`src/design/ivp_pkg.sv`:
```
// Purpose: Shared constants for the interrupt vector placement block.
// Assumes: Word-addressed program flash, 32-bit classic Wishbone register bus.
// Notes: Register offsets, control bit positions, the control reset value and the window length live here.
`default_nettype none
package ivp_pkg;
   // ----------------------------------------------------------------------
   // Register map
   // ----------------------------------------------------------------------
   // Byte address of the vector control register.
   localparam logic [3:0] IVP_VCR_ADDR = 4'h0;
   // Byte address of the fuse and lock status register.
   localparam logic [3:0] IVP_STAT_ADDR = 4'h4;
   // Byte address of the vector base readback register.
   localparam logic [3:0] IVP_BASE_ADDR = 4'h8;
   // Bit position of the change-enable bit.
   localparam int IVP_CE_BIT = 0;
   // Bit position of the vector select bit.
   localparam int IVP_SEL_BIT = 1;
   // Value of the control register after reset.
   localparam logic [7:0] IVP_VCR_RST = 8'h00;
   // ----------------------------------------------------------------------
   // Timing and addresses
   // ----------------------------------------------------------------------
   // Cycles that the change-enable window stays open.
   localparam logic [2:0] IVP_CE_CYCLES = 3'h4;
   // Address width of program flash in words.
   localparam int IVP_AW = 12;
   // Reset vector address when the boot reset fuse is unprogrammed.
   localparam logic [11:0] IVP_APP_RESET = 12'h000;
   // Offset of the first interrupt vector from a table base.
   localparam logic [11:0] IVP_VEC_OFS = 12'h001;
   // Boot section start for each boot size fuse code, 2K byte code is 2'h0.
   localparam logic [11:0] IVP_BOOT_2K = 12'hC00;
   localparam logic [11:0] IVP_BOOT_1K = 12'hE00;
   localparam logic [11:0] IVP_BOOT_512 = 12'hF00;
   localparam logic [11:0] IVP_BOOT_256 = 12'hF80;
endpackage : ivp_pkg
`default_nettype wire

```
`src/design/ivp_ctl_if.sv`:
```
// Purpose: Carries the sequencer state between top and change sequencer.
// Assumes: One clock domain.
// Notes: The top owns register writes, the sequencer owns the window.
`default_nettype none
interface ivp_ctl_if;
   logic wr_ce;     // Write with change-enable bit one.
   logic wr_sel;    // Write with change-enable bit zero.
   logic win_open;  // Change window is open.
   logic blocking;  // Automatic interrupt block is active.
   logic sel_take;  // Select write accepted this cycle.
   modport top (output wr_ce, output wr_sel, input win_open, input blocking, input sel_take);
   modport seq (input wr_ce, input wr_sel, output win_open, output blocking, output sel_take);
endinterface : ivp_ctl_if
`default_nettype wire

```
`src/design/ivp_seq.sv`:
```
// Purpose: Runs the protected two-step change window and the interrupt block.
// Assumes: Writes arrive as one-cycle pulses from the bus slave.
// Notes: The block holds one extra cycle past a select write for the next instruction.
`default_nettype none
module ivp_seq (
   input wire logic clk_sys,
   input wire logic srst,
   ivp_ctl_if.seq ctl
);
   // Cycles left in the change window.
   logic [2:0] cnt_ff;
   // Post-select hold for the instruction that follows the write.
   logic hold_ff;

   // A select write counts only inside an open window.
   assign ctl.win_open = (cnt_ff != 3'h0);
   assign ctl.sel_take = ctl.wr_sel && ctl.win_open;
   assign ctl.blocking = ctl.win_open || hold_ff;

   // Window counter: opens on enable write, closes on timeout or select.
   always_ff @(posedge clk_sys) begin
      if (srst) begin
         cnt_ff <= 3'h0;
      end else if (ctl.sel_take) begin
         cnt_ff <= 3'h0;
      end else if (ctl.wr_ce) begin
         cnt_ff <= ivp_pkg::IVP_CE_CYCLES;
      end else if (cnt_ff != 3'h0) begin
         cnt_ff <= cnt_ff - 3'h1;
      end
   end

   // Hold the block for one cycle after an accepted select write.
   always_ff @(posedge clk_sys) begin
      if (srst) begin
         hold_ff <= 1'b0;
      end else begin
         hold_ff <= ctl.sel_take;
      end
   end

   // Window expires four cycles after opening with no select write.
   a_win_timeout: assert property (@(posedge clk_sys) disable iff (srst)
      (ctl.wr_ce && !ctl.sel_take) ##1 (!ctl.wr_sel && !ctl.wr_ce) [*4] |=> !ctl.win_open)
      else $error("Change window did not close after four cycles.");
   // Select accepted closes the window at once.
   a_sel_closes: assert property (@(posedge clk_sys) disable iff (srst)
      ctl.sel_take && !ctl.wr_ce |=> !ctl.win_open ##0 ctl.blocking ##1 !ctl.blocking || ctl.win_open)
      else $error("Select write did not close the window.");
   c_timeout: cover property (@(posedge clk_sys)
      ctl.wr_ce ##1 ctl.win_open [*4] ##1 !ctl.win_open);
   c_sel_taken: cover property (@(posedge clk_sys) ctl.wr_ce ##[1:4] ctl.sel_take);
endmodule : ivp_seq
`default_nettype wire

```
`src/design/ivp_top.sv`:
```
// Purpose: Interrupt vector placement with a protected select change.
// Assumes: Classic Wishbone slave, fuses and lock bits are static inputs.
// Notes: The core presents a vector index and receives the word address.
//
// What this block does
// - Select zero: vectors at flash start
// - Select one: vectors at boot start
// - Boot start from boot size fuses
// - Enable clears after four or select
// - Block interrupts from enable set onward
// - No select: unblock after four cycles
// - Global interrupt flag left untouched
// - Boot vectors, app lock: app blocked
// - App vectors, boot lock: boot blocked
// - Enable bit zero, select bit one
// - 2K boot section starts at C00
// - Relocated vector equals base plus index
// - Reset vector from boot fuse
//
// Implementation choices: register access over Wishbone and the placing of the registers.
`default_nettype none
module ivp_top (
   input wire logic clk_sys,
   input wire logic srst,
   // Wishbone slave.
   input wire logic wb_cyc_i,
   input wire logic wb_stb_i,
   input wire logic wb_we_i,
   input wire logic [3:0] wb_adr_i,
   input wire logic [3:0] wb_sel_i,
   input wire logic [31:0] wb_dat_i,
   output logic [31:0] wb_dat_o,
   output logic wb_ack_o,
   output logic wb_err_o,
   // Fuses and lock bits, programmed reads as zero.
   input wire logic boot_reset_fuse,
   input wire logic [1:0] boot_size_fuses,
   input wire logic app_interrupt_lock_bit,
   input wire logic boot_interrupt_lock_bit,
   // Core side.
   input wire logic exec_in_boot,
   input wire logic global_int_enable,
   input wire logic [4:0] vector_index,
   output logic [11:0] vector_addr,
   output logic [11:0] reset_addr,
   output logic int_allow,
   output logic vector_select
);
   // ----------------------------------------------------------------------
   // Decode and state
   // ----------------------------------------------------------------------
   ivp_ctl_if ctl ();
   // Stored select bit.
   logic sel_ff;
   // Ack register for the single cycle answer.
   logic ack_ff;
   // Error register for unmapped addresses.
   logic err_ff;
   // Read data register.
   logic [31:0] rdat_ff;
   // Request seen this cycle and not yet answered.
   logic req;
   // Write to the control register with its low byte lane enabled.
   logic vcr_wr;
   // Current boot section start.
   logic [11:0] boot_start;
   // Current vector table base.
   logic [11:0] tbl_base;
   // Suppression by lock bits.
   logic lock_block;

   // Maps a boot size code to the boot section start.
   function automatic logic [11:0] boot_base(input logic [1:0] code);
      case (code)
         2'h0: boot_base = ivp_pkg::IVP_BOOT_2K;
         2'h1: boot_base = ivp_pkg::IVP_BOOT_1K;
         2'h2: boot_base = ivp_pkg::IVP_BOOT_512;
         default: boot_base = ivp_pkg::IVP_BOOT_256;
      endcase
   endfunction : boot_base

   // Tells whether an address is one of the mapped registers.
   function automatic logic is_mapped(input logic [3:0] a);
      is_mapped = (a == ivp_pkg::IVP_VCR_ADDR) || (a == ivp_pkg::IVP_STAT_ADDR)
         || (a == ivp_pkg::IVP_BASE_ADDR);
   endfunction : is_mapped

   assign req = wb_cyc_i && wb_stb_i && !ack_ff && !err_ff;
   assign vcr_wr = req && wb_we_i && wb_sel_i[0] && (wb_adr_i == ivp_pkg::IVP_VCR_ADDR);
   assign ctl.wr_ce = vcr_wr && wb_dat_i[ivp_pkg::IVP_CE_BIT];
   assign ctl.wr_sel = vcr_wr && !wb_dat_i[ivp_pkg::IVP_CE_BIT];

   ivp_seq u_seq (
      .clk_sys(clk_sys),
      .srst(srst),
      .ctl(ctl)
   );

   // ----------------------------------------------------------------------
   // Placement
   // ----------------------------------------------------------------------
   // fuse-derived start
   assign boot_start = boot_base(boot_size_fuses);
   assign tbl_base = sel_ff ? boot_start : 12'h000;
   assign vector_addr = tbl_base + {7'h00, vector_index};
   assign reset_addr = boot_reset_fuse ? ivp_pkg::IVP_APP_RESET : boot_start;
   assign lock_block = (sel_ff && !app_interrupt_lock_bit && !exec_in_boot)
      || (!sel_ff && !boot_interrupt_lock_bit && exec_in_boot);
   assign int_allow = global_int_enable && !ctl.blocking && !lock_block;
   assign vector_select = sel_ff;

   // Select register updates only on an accepted select write.
   always_ff @(posedge clk_sys) begin
      if (srst) begin
         sel_ff <= ivp_pkg::IVP_VCR_RST[ivp_pkg::IVP_SEL_BIT];
      end else if (ctl.sel_take) begin
         sel_ff <= wb_dat_i[ivp_pkg::IVP_SEL_BIT];
      end
   end

   // ----------------------------------------------------------------------
   // Bus answer
   // ----------------------------------------------------------------------
   // One-cycle ack or error, dropped the cycle after.
   always_ff @(posedge clk_sys) begin
      if (srst) begin
         ack_ff <= 1'b0;
         err_ff <= 1'b0;
      end else begin
         ack_ff <= req && is_mapped(wb_adr_i);
         err_ff <= req && !is_mapped(wb_adr_i);
      end
   end

   // Read data captured with the request.
   always_ff @(posedge clk_sys) begin
      if (srst) begin
         rdat_ff <= 32'h0000_0000;
      end else if (req && !wb_we_i) begin
         case (wb_adr_i)
            ivp_pkg::IVP_VCR_ADDR: rdat_ff <= {30'h0, sel_ff, ctl.win_open};
            ivp_pkg::IVP_STAT_ADDR: rdat_ff <= {26'h0, ctl.blocking, lock_block,
               boot_interrupt_lock_bit, app_interrupt_lock_bit, boot_size_fuses};
            ivp_pkg::IVP_BASE_ADDR: rdat_ff <= {4'h0, reset_addr, 4'h0, tbl_base};
            default: rdat_ff <= 32'h0000_0000;
         endcase
      end
   end

   assign wb_ack_o = ack_ff;
   assign wb_err_o = err_ff;
   assign wb_dat_o = rdat_ff;

   // ----------------------------------------------------------------------
   // Checks
   // ----------------------------------------------------------------------
   a_app_table: assert property (@(posedge clk_sys) disable iff (srst)
      !sel_ff |-> vector_addr == {7'h00, vector_index})
      else $error("Application vector address wrong.");
   a_boot_table: assert property (@(posedge clk_sys) disable iff (srst)
      sel_ff && boot_size_fuses == 2'h0 |-> vector_addr == 12'hC00 + {7'h00, vector_index})
      else $error("Boot vector address wrong.");
   a_block_set: assert property (@(posedge clk_sys) disable iff (srst)
      ctl.wr_ce |=> !int_allow [*2])
      else $error("Interrupts not blocked after enable write.");
   a_flag_kept: assert property (@(posedge clk_sys) disable iff (srst)
      !global_int_enable |-> !int_allow)
      else $error("Interrupts allowed without global flag.");
   a_sel_ignored: assert property (@(posedge clk_sys) disable iff (srst)
      ctl.wr_sel && !ctl.win_open |=> $stable(sel_ff))
      else $error("Select changed outside window.");
   a_reset_vec: assert property (@(posedge clk_sys) disable iff (srst)
      boot_reset_fuse |-> reset_addr == 12'h000)
      else $error("Reset vector wrong.");
   a_app_lock: assert property (@(posedge clk_sys) disable iff (srst)
      sel_ff && !app_interrupt_lock_bit && !exec_in_boot |-> !int_allow)
      else $error("Application lock not honoured.");
   a_boot_lock: assert property (@(posedge clk_sys) disable iff (srst)
      !sel_ff && !boot_interrupt_lock_bit && exec_in_boot |-> !int_allow)
      else $error("Boot lock not honoured.");
   a_ack_drop: assert property (@(posedge clk_sys) disable iff (srst)
      wb_ack_o |=> !wb_ack_o)
      else $error("Ack held for two cycles.");
   c_move_boot: cover property (@(posedge clk_sys) !sel_ff ##1 sel_ff);
   c_move_app: cover property (@(posedge clk_sys) sel_ff ##1 !sel_ff);
   c_bad_addr: cover property (@(posedge clk_sys) wb_err_o);
endmodule : ivp_top
`default_nettype wire

```
`config.mk`:
```
export PLATFORM = sky130hd
export DESIGN_NAME = ivp_top
export DESIGN_NICKNAME = d
export VERILOG_FILES = /design/src/design/ivp_pkg.sv /design/src/design/ivp_ctl_if.sv /design/src/design/ivp_seq.sv /design/src/design/ivp_top.sv
export SDC_FILE = /design/constraint.sdc
export NUM_CORES = 1
export LEC_CHECK = 0
export ABC_AREA = 1
export BUFFER_PORTS_ARGS = -buffer_cell sky130_fd_sc_hd__buf_2
export CORE_MARGIN = 2
export CORE_UTILIZATION = 35
export CTS_BUF_LIST = sky130_fd_sc_hd__clkbuf_16
export CTS_CLUSTER_SIZE = 12
export DETAILED_ROUTE_END_ITERATION = 8
export GPL_TIMING_DRIVEN = 1
export PLACE_DENSITY = 0.86
export SETUP_SLACK_MARGIN = 0.5
export SKIP_LAST_GASP = 1
export SLEW_MARGIN = 20
export SYNTH_ARGS = -nofsm -noshare
export SYNTH_HDL_FRONTEND = slang
export SYNTH_SLANG_ARGS = --single-unit
export TNS_END_PERCENT = 1
```
`constraint.sdc`:
```
create_clock -name clk_sys -period 1.65 [get_ports clk_sys]
set_input_delay 0.2475 -clock clk_sys [delete_from_list [all_inputs] [get_ports clk_sys]]
set_output_delay 0.2475 -clock clk_sys [all_outputs]
set_load 0.005 [all_outputs]
```
# After elaboration in Yosys (flattened, before gate mapping)
# Index checks and enable logic that the tools add are counted.
# Widths: inputs -> output; s select.
dict set report totals {
  inputBits 57
  out_inout_bits 60
  reg_bits 39
}
dict set report classes {
  addsub 2
  muxes 6
  n_reduce_logical 39
  eq_ne 4
}
# operator n
set op_table {}
lappend op_table {{$pmux 28 s3} 1}
lappend op_table {{$pmux 10 s3} 1}
lappend op_table {{$mux 12} 2}
lappend op_table {{$logic_and 1x1->1} 18}
lappend op_table {{$add 12x5->12} 1}
lappend op_table {{$logic_not 1->1} 11}
lappend op_table {{$mux 3} 2}
lappend op_table {{$eq 4x3->1 const B} 1}
lappend op_table {{$eq 4x4->1 const B} 1}
lappend op_table {{$logic_not 4->1} 1}
lappend op_table {{$logic_or 1x1->1} 4}
lappend op_table {{$reduce_bool 3->1} 1}
lappend op_table {{$reduce_or 3->1} 1}
lappend op_table {{$sub 3x1->3 const B} 1}
lappend op_table {{$eq 2x1->1 const B} 1}
lappend op_table {{$eq 2x2->1 const B} 1}
lappend op_table {{$logic_not 2->1} 1}
lappend op_table {{$reduce_bool 2->1} 1}
lappend op_table {{$reduce_or 2->1} 1}

# Logic depth before layout (Yosys ltp)
dict set report logic_depth {
  word_depth 9
  mapped_depth 9
}

# By module
# A second synthesis with hierarchy kept.
dict set report unflattened {
  cells_unflattened 196
  area_unflattened_um2 1348.8
}
# module seq_area_each_um2 area_each_um2 n_inst cells_each
set by_module_without_submodules {}
lappend by_module_without_submodules {ivp_top 340.3 1113.6 1 162}
lappend by_module_without_submodules {ivp_seq 80.1 235.2 1 34}

# Least setup slack after synthesis
# No wires, ideal clock.
dict set report synth_path {
  path_type {reg2out}
  startpoint {register u_seq.cnt_ff[0]}
  endpoint {output int_allow}
  setup_slack_ns 0.290
  path_stages_with_launch 9
  arrival_ns 1.112
  path_cell_list {dfxtp_1 inv_1 ha_1 ha_1 buf_2 inv_1 nor2_1 nand2_1 nor2_1}
}
dict set report synth_between {
  elab_chain_len 5
}
# element line_no
set synth_rtl {}
lappend synth_rtl {{start: declaration} ivp_seq.sv:11} ;# logic [2:0] cnt_ff;
lappend synth_rtl {{start signal: assignment} ivp_seq.sv:27} ;# cnt_ff <= ivp_pkg::IVP_CE_CYCLES;
lappend synth_rtl {{start signal: assignment} ivp_seq.sv:29} ;# cnt_ff <= cnt_ff - 3'h1;
lappend synth_rtl {{$reduce_bool 3->1} ivp_seq.sv:16} ;# assign ctl.win_open = (cnt_ff != 3'h0);
lappend synth_rtl {{$logic_or 1x1->1} ivp_seq.sv:18} ;# assign ctl.blocking = ctl.win_open || hold_ff;
lappend synth_rtl {{$logic_not 1->1} ivp_top.sv:109} ;# assign int_allow = global_int_enable && !ctl.blocking && !lock_block;
lappend synth_rtl {{$logic_and 1x1->1 (2 in a row)} ivp_top.sv:109}
lappend synth_rtl {{end: declaration} ivp_top.sv:46} ;# output logic int_allow,
# Every way passes these cells.

# Final worst setup path
# Ends and elaborated chain as after synthesis.

==> reports/qor.csv <==
metric,value,unit
xor/xnor cell area share of the yosys netlist,0.00665,
worst-case vdd ir drop,346,uV
Worst setup startpoint,u_seq.cnt_ff[0],
IO Pins,117,
DRC Markers,0,
Max Clock Skew,0.00203,ns
vias,1163,
Cells after Synth,185,
Slew Limit Fails,0,
H-tree levels,1,
compound-cell area share of the yosys netlist,0.0913,
"Max FO, Critical Path",2,
number of DRC markers in iteration 0,42,
post-synthesis adder-cell area fraction,0.0285,
"most common cell after layout, fill and taps aside",buf_2,
initial antenna violation count,0,
mux share of post-synthesis cell area,0,
"Slowest-stage cell, CP",dfxtp_2,
I/O Buffers,48,
post-synthesis simple-gate area fraction,0.270,
Synth Cell Area,1320,um^2
Worst Path Buf+Inv,3,
RSZ-0062 raised after global routing,true,
synth top area cells,"dfxtp_1 (32%), buf_4 (20%), nand2_1 (7.7%)",
pwr dens,907,nW/um^2
crit-path max cell delay,0.32,ns
CTS max path bufs,2,
share of post-route cells with drive strength above 1,0.322,
routed wire length,2.75,mm
clk sink count,21,
Tcrit/Tclk final,0.913,
vias in the first global route,1038,
global-route wire length before repair,4.23,mm
Die X,65.3,um
startpoint of the worst hold path,wb_dat_i[1],
Antenna diodes,0,
RR Startpoint,u_seq.cnt_ff[1],
CP Cell Sequence,inv_2 > ha_4 > ha_4 > inv_4 > nor2_4 > nand2_1 > nor2_1 > buf_2,
synth unique cells,22,
Starting Density,0.362,
Tot GR Track Use,0.127,
die area,4270,um^2
Worst-Skew Late Latency,0.25,ns
number of hold violations in the final report,0,
largest family of logic cells by synthesized area,buffers and inverters,
largest area contributor in the netlist,dfxtp_1,
CP Class,reg2out,
post-synth top area share,0.319,
DP Wirelength,2.12,mm
vias per cell,4.23,
status,finished clean,
Area Growth Syn to Fin,19.2,%
Startpoint Class,flop,
Final GP Congestion,0.794,
multi-input logic area,648,um^2
sequential cell area,423,um^2
GRT overflow,0,
MaxCap Viol Count,0,
clock-pin slew on the worst setup and hold paths,0.05,ns
most frequent cells in the layout,"buf_2 (48), nand2_1 (27), conb_1 (25), nor2_1 (22), dfxtp_1 (19)",
# rows,22,
setup TNS,0,ns
P_leak,0.829,nW
CP arrival,1.26,ns
largest net degree at the start of global routing,19,
sequential cell area fraction in the yosys report,0.319,
Num CTS Buffers,3,
Pre-antenna DRT Iters,4,
Power Total,1.42,mW
core area,3630,um^2
Setup Viol. Count Final,0,
Tmin final,1.51,ns
Seq cells post-synth,21,
"most used cell, CP",ha_4,
Antenna Violating Nets Remaining,0,
hold crit path type,in2reg,
die height,65.3,um
fillers,383,
WL/cell,9.98,um
hold_buf cts,0,
CTS tree,yes,
critical path endpoint category,output pin,
Mean Syn Cell Area,7.11,um^2
Ys Warns,0,
top achievable clock speed,664,MHz
final net count,288,
CTS root buf,clkbuf_16,
Worst EP required,1.40,ns
"CP delay by family, top",flip-flops,
## timing repair
action | 4_1_cts | 5_1_grt
setup buffers | 4 | 0
resized for setup | 4 | 0
pin swaps | 4 | 0
cloned | 0 | 0
endpoints found under the setup margin | 23 | 27
## Yosys cell counts (all sizes together)
| cell | count |
|---|---|
| nand4 | 1 |
| nand2 | 28 |
| xor2 | 1 |
| dfxtp | 21 |
| buf | 38 |
| ha | 3 |
| nor2 | 28 |
| a21oi | 14 |
| conb | 1 |
| clkbuf | 1 |
| nor3 | 1 |
| nand3 | 17 |
| o21ai | 10 |
| inv | 21 |
## power by group
part | internal [mW] | switching [mW] | total [mW] | leakage [nW]
Combinational | 0.179 | 0.200 | 0.379 | 0.617
Sequential | 0.532 | 0.0132 | 0.545 | 0.171
Clock | 0.323 | 0.176 | 0.498 | 0.0423
## sequential cells by signal, indices dropped and copies added (netlist names)
| name | count |
|---|---|
| u_seq.hold_ff | 1 |
| vector_select | 1 |
| wb_dat_o | 14 |
| wb_ack_o | 1 |
| wb_err_o | 1 |
| u_seq.cnt_ff | 3 |
## metal layers
layer  share of wire  track usage  vias to the layer above
met1            0.42        0.143                      513
met2            0.50        0.222                       39
met4           0.022       0.0755                        0
li1                -            -                      604
met5               0            0                        -
met3           0.054       0.0223                        7
## cells by family (layout without fill, tap and decap cells)
| kind of cell | count (synthesis) | after routing |
|---|---|---|
| buf+inv | 60 | 78 |
| flops | 21 | 21 |
| xor+xnor | 1 | 1 |
| compound gates | 24 | 24 |
| fa+ha+maj | 3 | 3 |
| other cells | 1 | 25 |
| simple gates | 75 | 75 |
## metrics by stage
stage / util / std cells / setup WS (ns) / hold slack [ns] / instance area, um^2
2_1_floorplan: - / 209 / 0.392 / 0.317 / 1440
3_3_place_gp: 0.399 / 267 / 0.284 / 0.449 / 1450
3_5_place_dp: 0.399 / 267 / 0.274 / 0.452 / 1450
4_1_cts: 0.432 / 275 / 0.129 / 0.257 / 1570
5_1_grt: 0.432 / 275 / 0.0703 / 0.286 / 1570
6_report: 0.432 / 275 / 0.144 / 0.259 / 1570
## worst min-delay path, delay by kind of cell
| family | cells | cell delay (ns) |
|---|---|---|
| buf+inv | 1 | 0.09 |
| simple gates | 2 | 0.14 |
## final timing paths
check	endpoint	slack (ns)	cells past startpoint
min	vector_select	0.26	3
max	int_allow	0.14	8
max reg2reg	u_seq.cnt_ff[1]	0.28	8
min reg2reg	wb_dat_o[5]	0.46	2
## area by class of cell
cell class	count	area share
multi-input combinational	128	0.413
inverter	21	0.0518
sequential	21	0.270
timing repair buffer	53	0.177
clock inverter	1	0.00239
tap	48	0.0383
clock buffer	3	0.0478
(Power assumes the default switching activity.)
